===== src/pkg/dcf_consts.svh =====
`ifndef DCF_CONSTS_SVH
`define DCF_CONSTS_SVH
// Frame layout
`define DCF_FRAME_BITS   6'h20
`define DCF_FRAME_W      32
`define DCF_DATA_W       24
// Message identifiers
`define DCF_ID_CFG_HI    7'h03
`define DCF_ID_FAULT_LO  7'h04
// Reset values
`define DCF_THR_RESET    2'h3
`define DCF_RETRY_RESET  4'hf
`define DCF_CFG_RESET    24'hff_ffff
`define DCF_FLAG_RESET   24'h00_0000
// Retry period is the field times sixteen PWM periods
`define DCF_RETRY_SHIFT  4
`endif


===== src/pkg/dcf_pkg.sv =====
package dcf_pkg;
   typedef enum logic [0:0]
   {
      DCF_IDLE  = 1'b0,
      DCF_SHIFT = 1'b1
   } dcf_state_e;

   typedef struct packed
   {
      logic       wr;
      logic [6:0] id;
      logic [23:0] data;
   } dcf_frame_s;

   typedef struct packed
   {
      logic [1:0] thr;
      logic [3:0] retry;
   } dcf_chan_s;

   typedef struct packed
   {
      logic gnd;
      logic off_tst;
      logic batt;
      logic batt_tst;
      logic ol_off;
      logic ol_on;
   } dcf_flags_s;
endpackage : dcf_pkg


===== src/rtl/dcf_diag_regs.sv =====
// Functional notes
// - Bits 30:24 identify message; bit 31 write.
// - Threshold codes at 23:22,17:16,11:10,5:4.
// - Threshold code picks comparator level; resets 11.
// - Retry fields at 21:18,15:12,9:6,3:0.
// - Retry after sixteen times field; reset 1111b.
// - Settings reply: 0, identifier, stored fields.
// - Fault message write acts as read.
// - Fault reply: 0, identifier, channel 0 highest.
// - Ground-short flags at 23,17,11,5.
// - Off-state test done at 22,16,10,4.
// - Battery-short flags at 21,15,9,3.
// - Battery-short test done at 20,14,8,2.
// - Gate-off open load at 19,13,7,1.
// - Gate-on open load at 18,12,6,0.
`include "dcf_consts.svh"
`timescale 1ns/10ps
`default_nettype none

module dcf_diag_regs
(
   // System
   input  wire logic        CLOCK,
   input  wire logic        RESETN,
   // Serial link, mode 0
   input  wire logic        SPI_SCLK,
   input  wire logic        SPI_CSN,
   input  wire logic        SPI_MOSI,
   output var  logic        SPI_MISO,
   output var  logic        SPI_MISO_OE,
   // Fault events of channels 0 to 3, bit i is channel i
   input  wire logic [3:0]  GROUND_SHORT_FAULT,
   input  wire logic [3:0]  OFF_STATE_TEST_DONE,
   input  wire logic [3:0]  BATTERY_SHORT_FAULT,
   input  wire logic [3:0]  BATTERY_SHORT_TEST_DONE,
   input  wire logic [3:0]  OPEN_LOAD_GATE_OFF_FAULT,
   input  wire logic [3:0]  OPEN_LOAD_GATE_ON_FAULT,
   // Settings of channels 4 to 7, channel 4 in the top slice
   output var  logic [7:0]  BATTERY_SHORT_THRESHOLD_OR_FAULT,
   output var  logic [15:0] BATTERY_SHORT_RETRY_COUNT,
   output var  logic [31:0] RETRY_PERIODS
);

   logic [2:0]                sclk_q;
   logic [1:0]                csn_q;
   logic [1:0]                mosi_q;
   dcf_pkg::dcf_flags_s [3:0] ev_raw;
   logic [23:0]               ev1_q;
   logic [23:0]               ev2_q;
   logic                      sclk_rise;
   logic                      sclk_fall;
   logic                      csn_low;

   dcf_pkg::dcf_state_e       state_q;
   dcf_pkg::dcf_state_e       state_d;
   logic [5:0]                cnt_q;
   logic [5:0]                cnt_d;
   logic [31:0]               rx_q;
   logic [31:0]               rx_d;
   logic [31:0]               tx_q;
   logic [31:0]               tx_d;
   logic                      miso_q;
   logic                      miso_d;
   logic                      oe_q;
   logic                      oe_d;
   logic                      done;
   dcf_pkg::dcf_frame_s       req;
   dcf_pkg::dcf_frame_s       reply;

   dcf_pkg::dcf_chan_s [3:0]  settings_q;
   dcf_pkg::dcf_chan_s [3:0]  settings_d;
   logic [23:0]               flags_q;
   logic [23:0]               flags_d;
   logic                      clr;
   logic [7:0]                thr_q;
   logic [7:0]                thr_d;
   logic [15:0]               retry_q;
   logic [15:0]               retry_d;
   logic [31:0]               per_q;
   logic [31:0]               per_d;

   // Channel 0 lands in the top group of the reply
   always_comb
   begin
      for (int i = 0; i < 4; i++)
      begin
         ev_raw[3-i].gnd      = GROUND_SHORT_FAULT[i];
         ev_raw[3-i].off_tst  = OFF_STATE_TEST_DONE[i];
         ev_raw[3-i].batt     = BATTERY_SHORT_FAULT[i];
         ev_raw[3-i].batt_tst = BATTERY_SHORT_TEST_DONE[i];
         ev_raw[3-i].ol_off   = OPEN_LOAD_GATE_OFF_FAULT[i];
         ev_raw[3-i].ol_on    = OPEN_LOAD_GATE_ON_FAULT[i];
      end
   end

   // Pins are asynchronous; SCLK must stay below a sixth of CLOCK
   always_ff @(posedge CLOCK or negedge RESETN)
   begin
      if (!RESETN)
      begin
         sclk_q <= 3'h0;
         csn_q  <= 2'h3;
         mosi_q <= 2'h0;
         ev1_q  <= 24'h00_0000;
         ev2_q  <= 24'h00_0000;
      end
      else
      begin
         sclk_q <= {sclk_q[1:0], SPI_SCLK};
         csn_q  <= {csn_q[0], SPI_CSN};
         mosi_q <= {mosi_q[0], SPI_MOSI};
         ev1_q  <= ev_raw;
         ev2_q  <= ev1_q;
      end
   end

   assign sclk_rise = sclk_q[1] & ~sclk_q[2];
   assign sclk_fall = ~sclk_q[1] & sclk_q[2];
   assign csn_low   = ~csn_q[1];
   assign req       = rx_q;

   // Frame engine; the reply goes out during the next frame
   always_comb
   begin
      state_d = state_q;
      cnt_d   = cnt_q;
      rx_d    = rx_q;
      tx_d    = tx_q;
      miso_d  = miso_q;
      oe_d    = csn_low;
      done    = 1'b0;
      case (state_q)
         dcf_pkg::DCF_IDLE:
         begin
            miso_d = tx_q[31];
            if (csn_low)
            begin
               state_d = dcf_pkg::DCF_SHIFT;
               cnt_d   = 6'h00;
            end
         end
         dcf_pkg::DCF_SHIFT:
         begin
            if (!csn_low)
            begin
               state_d = dcf_pkg::DCF_IDLE;
               // Short or long frames are dropped whole
               done    = (cnt_q == `DCF_FRAME_BITS);
            end
            else
            begin
               if (sclk_rise)
               begin
                  rx_d = {rx_q[30:0], mosi_q[1]};
                  if (cnt_q != `DCF_FRAME_BITS + 6'h01)
                  begin
                     cnt_d = cnt_q + 6'h01;
                  end
               end
               if (sclk_fall)
               begin
                  tx_d   = {tx_q[30:0], 1'b0};
                  miso_d = tx_q[30];
               end
            end
         end
         default:
         begin
            state_d = dcf_pkg::DCF_IDLE;
         end
      endcase
      if (done)
      begin
         tx_d = reply;
      end
   end

   always_ff @(posedge CLOCK or negedge RESETN)
   begin
      if (!RESETN)
      begin
         state_q <= dcf_pkg::DCF_IDLE;
         cnt_q   <= 6'h00;
         rx_q    <= 32'h0000_0000;
         tx_q    <= 32'h0000_0000;
         miso_q  <= 1'b0;
         oe_q    <= 1'b0;
      end
      else
      begin
         state_q <= state_d;
         cnt_q   <= cnt_d;
         rx_q    <= rx_d;
         tx_q    <= tx_d;
         miso_q  <= miso_d;
         oe_q    <= oe_d;
      end
   end

   // Message decode, settings store and sticky fault flags
   always_comb
   begin
      settings_d = settings_q;
      clr        = 1'b0;
      reply.wr   = 1'b0;
      reply.id   = req.id;
      reply.data = `DCF_FLAG_RESET;
      if (done)
      begin
         case (req.id)
            `DCF_ID_CFG_HI:
            begin
               if (req.wr)
               begin
                  settings_d = req.data;
               end
               reply.data = settings_d;
            end
            `DCF_ID_FAULT_LO:
            begin
               // Write bit ignored, nothing stored
               reply.data = flags_q | ev2_q;
               clr        = 1'b1;
            end
            default:
            begin
               reply.data = `DCF_FLAG_RESET;
            end
         endcase
      end
      // A new event wins over the clear on read
      flags_d = (clr ? `DCF_FLAG_RESET : flags_q) | ev2_q;
      for (int i = 0; i < 4; i++)
      begin
         thr_d[2*i +: 2]   = settings_q[i].thr;
         retry_d[4*i +: 4] = settings_q[i].retry;
         per_d[8*i +: 8]   = {settings_q[i].retry, 4'h0};
      end
   end

   always_ff @(posedge CLOCK or negedge RESETN)
   begin
      if (!RESETN)
      begin
         settings_q <= `DCF_CFG_RESET;
         flags_q    <= `DCF_FLAG_RESET;
         thr_q      <= {4{`DCF_THR_RESET}};
         retry_q    <= {4{`DCF_RETRY_RESET}};
         per_q      <= {4{`DCF_RETRY_RESET, 4'h0}};
      end
      else
      begin
         settings_q <= settings_d;
         flags_q    <= flags_d;
         thr_q      <= thr_d;
         retry_q    <= retry_d;
         per_q      <= per_d;
      end
   end

   assign SPI_MISO                         = miso_q;
   assign SPI_MISO_OE                      = oe_q;
   assign BATTERY_SHORT_THRESHOLD_OR_FAULT = thr_q;
   assign BATTERY_SHORT_RETRY_COUNT        = retry_q;
   assign RETRY_PERIODS                    = per_q;
endmodule : dcf_diag_regs

`default_nettype wire


===== config.mk =====
export PLATFORM = sky130hd
export DESIGN_NAME = dcf_diag_regs
export DESIGN_NICKNAME = d
export VERILOG_FILES = /design/src/pkg/dcf_pkg.sv /design/src/rtl/dcf_diag_regs.sv
export VERILOG_INCLUDE_DIRS = /design/src /design/src/pkg
export SDC_FILE = /design/constraint.sdc
export NUM_CORES = 1
export LEC_CHECK = 0
export ABC_AREA = 1
export BUFFER_PORTS_ARGS = -buffer_cell sky130_fd_sc_hd__buf_4
export CAP_MARGIN = 20
export CORE_ASPECT_RATIO = 0.6
export CORE_MARGIN = 8
export CORE_UTILIZATION = 30
export DETAILED_ROUTE_END_ITERATION = 12
export MAX_ROUTING_LAYER = met4
export PLACE_DENSITY_LB_ADDON = 0.2
export SLEW_MARGIN = 25
export SYNTH_ARGS = -nofsm -noshare
export SYNTH_HDL_FRONTEND = slang
export SYNTH_SLANG_ARGS = --single-unit

===== constraint.sdc =====
create_clock -name CLOCK -period 2.1 [get_ports CLOCK]
set_input_delay 0.21 -clock CLOCK [delete_from_list [all_inputs] [get_ports CLOCK]]
set_output_delay 0.21 -clock CLOCK [all_outputs]
set_load 0.02 [all_outputs]

==> impl_metrics.toml <==
[timing]
max_freq_mhz = 553
setup_ws_ns = 0.290
slew_headroom_pct = 66.0
hold_viol_final = 0
rsz0062_at_grt = "false"
tightest_slew_ns = 0.508
skew_ns = 0.00852
min_period_ns = 1.81
post-route-period-util_pct = 86.2
maxSlewViolCount = 0
fin_tns_setup_ns = 0
setup_violations = 0

[job]
drv_cap = 0

[route]
drt_iter0_drc = 404
wirelength_mm = 18.8
num_vias = 5641
wire_per_inst_um = 13.8
firstDrtPassIters = 5
ant_nets = 0
vias_per_cell = 4.14
drc = 0

[worst_setup_path]
start_kind = "flop"
worst_path_max_delay_cell = "dfrtp_1"
cp.required_ns = 2.47
path_buf_inv = 4
max_stage_delay_ns = 0.43
critical-path-top-delay-family = "buffers and inverters"
end_kind = "flop"
path_cells = "inv_1 > ha_1 > inv_1 > nor2_1 > nand2_2 > inv_4 > nand3_2 > buf_4 > o21ai_0"
cp.arrival_ns = 2.18
ff2ff_setup_slack_ns = 0.29
crit_fanout = 32
path_class = "reg -> reg"
critPathMostFrequentCell = "inv_1"

[placed_design]
finalWeightedCongestion = 0.787
dp_hpwl_mm = 13.2
dpl_worst_slack_ns = 0.314
port_buffers = 70

[floorplan]
start_util_pct = 30.1
die_area_sq_um = 33100
die_h_um = 144
std_cell_rows = 47
ios = 87
core_sq_um = 27200
chipWidth_um = 229

[final_layout]
diodes = 0
syn2layout_area_growth_pct = 21.3
layout_common_cells = "305 x nand2_1, 149 x dfrtp_1, 95 x buf_4"
fin_nets = 1013
mostFrequentLayoutCell = "nand2_1"
drive_gt1_share_pct = 21.1

[clock_tree]
clock-sinks = 199
h-tree-depth = 4
clk-insertion-delay-late_ns = 0.45
clock_path_buffers = 2
cts_buffers = 17
cts_tree = "yes"
cts_root_buffer = "clkbuf_16"
path_clk_slew_ns = 0.07

[global_routing]
grt-ovfl-total = 0
grt_pass1_vias = 5633
grt_use_total_pct = 12.5
grt_first_pass_wirelength_mm = 31.2
grt_max_degree = 51
antenna_found_initial = 0

[yosys]
netlist_area_sq_um = 8200
synth_cells = 887
seq_area_frac_synth_pct = 61.5
yosys_register_bits = 199
synth-warning-count = 0
syn_area_per_cell_sq_um = 9.25
ys_types = 31

[run_status]
status = "finished clean"

[pwr]
power_leakage_uw = 0.00496
ir_drop_mv = 0.466
p_per_area_nw_per_um2 = 887

[worst_hold_path]
min_path_type = "in -> async"
logic make-up (layout without fill, tap and decap cells):
group	Yosys count	count (layout)	synth area share (%)
flip-flops	199	199	61.5
multiplexers	10	10	1.37
XOR/XNOR	3	3	0.320
other	1	16	0.0457
AND/OR/NAND/NOR	422	422	20.6
AO/OA/AOI/OAI	82	82	5.37
adder cells (fa/ha/maj)	3	3	0.458
buffers and inverters	167	259	10.4
Yosys cell counts:
library cell    n  area share (%)
o21ai_1        21             1.3
buf_6           9             1.2
a21oi_1         9            0.55
mux2_2          9             1.2
o22ai_1         6            0.46
ha_1            3            0.46
dfstp_2        50              16
o21bai_1        1           0.092
nand3_1        54             3.3
buf_1           1           0.046
nor2_4          1            0.14
clkbuf_1        8            0.37
nand3_2         1            0.12
conb_1          1           0.046
inv_4           1           0.076
or2_2           1           0.076
nor2_2          5            0.38
nor2_1         52             2.4
buf_2          11            0.67
inv_1          94             4.3
mux2_1          1            0.14
dfrtp_1       149              45
inv_2           4            0.18
o21ai_2         4            0.43
nand2_2         3            0.23
o211ai_1        2            0.18
xor2_1          3            0.32
buf_4          37             3.4
clkbuf_2        2            0.12
nand2_1       305              14
o21ai_0        39             2.4
timing repair:
item | 4_1_cts | 5_1_grt
buffers inserted | 0 | 0
endpoints found under the setup margin | 0 | 0
hold buffers | 28 | 0
resized for setup | 0 | 0
hold endpoints to repair | 62 | 0
layer usage:
layer  share of wire (%)  vias up  GRT usage [%]  wire length, um
met2                  38      126           15.9             7140
li1                    -     2854              -                -
met4                 1.4        0           4.51              260
met1                  55     2640           18.2            10300
met5                   0        -              -                0
met3                 5.9       21           3.68             1100
flip-flops by register name, indices dropped and copies added (netlist names), 3 cells and up:
signal,flops
tx_q,32
sclk_q,3
flags_q,24
ev2_q,24
cnt_q,6
RETRY_PERIODS,16
ev1_q,24
per_d,16
settings_q,8
BATTERY_SHORT_THRESHOLD_OR_FAULT,8
req,32
per-stage QoR:
stage	instance area (sq um)	hold WS (ns)	total power, uW	cells	utilization (%)
final	9950	0.294	8830	1361	36.5
after global routing	9950	0.308	9280	1361	36.5
after CTS	9950	0.289	8970	1361	36.5
after detailed placement	9050	0.206	5430	1301	33.2
after global placement	9050	0.214	5430	1301	33.2
after floorplan	8260	-0.0856	4990	902	-
worst paths after layout:
path / start / end / depth (start not counted)
max: cnt_q[0] / settings_q[11] / 9
min: RESETN / cnt_q[5] / 2
max reg2reg: cnt_q[0] / settings_q[11] / 9
min reg2reg: mosi_q[0] / mosi_q[1] / 0
max in group asynchronous: RESETN / RETRY_PERIODS[12] / 3
min in group CLOCK: mosi_q[0] / mosi_q[1] / 0
power by group:
| group | internal (uW) | total [uW] | switching, uW |
|---|---|---|---|
| sequential | 4100 | 4280 | 179 |
| clock | 1900 | 3440 | 1540 |
| combinational | 380 | 1110 | 730 |
layout make-up:
| cell class | count | area (sq um) |
|---|---|---|
| fill | 2804 | 17300 |
| multi-input combinational | 536 | 2360 |
| clock buffer | 22 | 518 |
| clock inverter | 10 | 101 |
| sequential | 199 | 5040 |
| tap | 367 | 459 |
| inverter | 99 | 374 |
| timing repair buffer | 128 | 1090 |
Power figures use the tool's default switching activity.
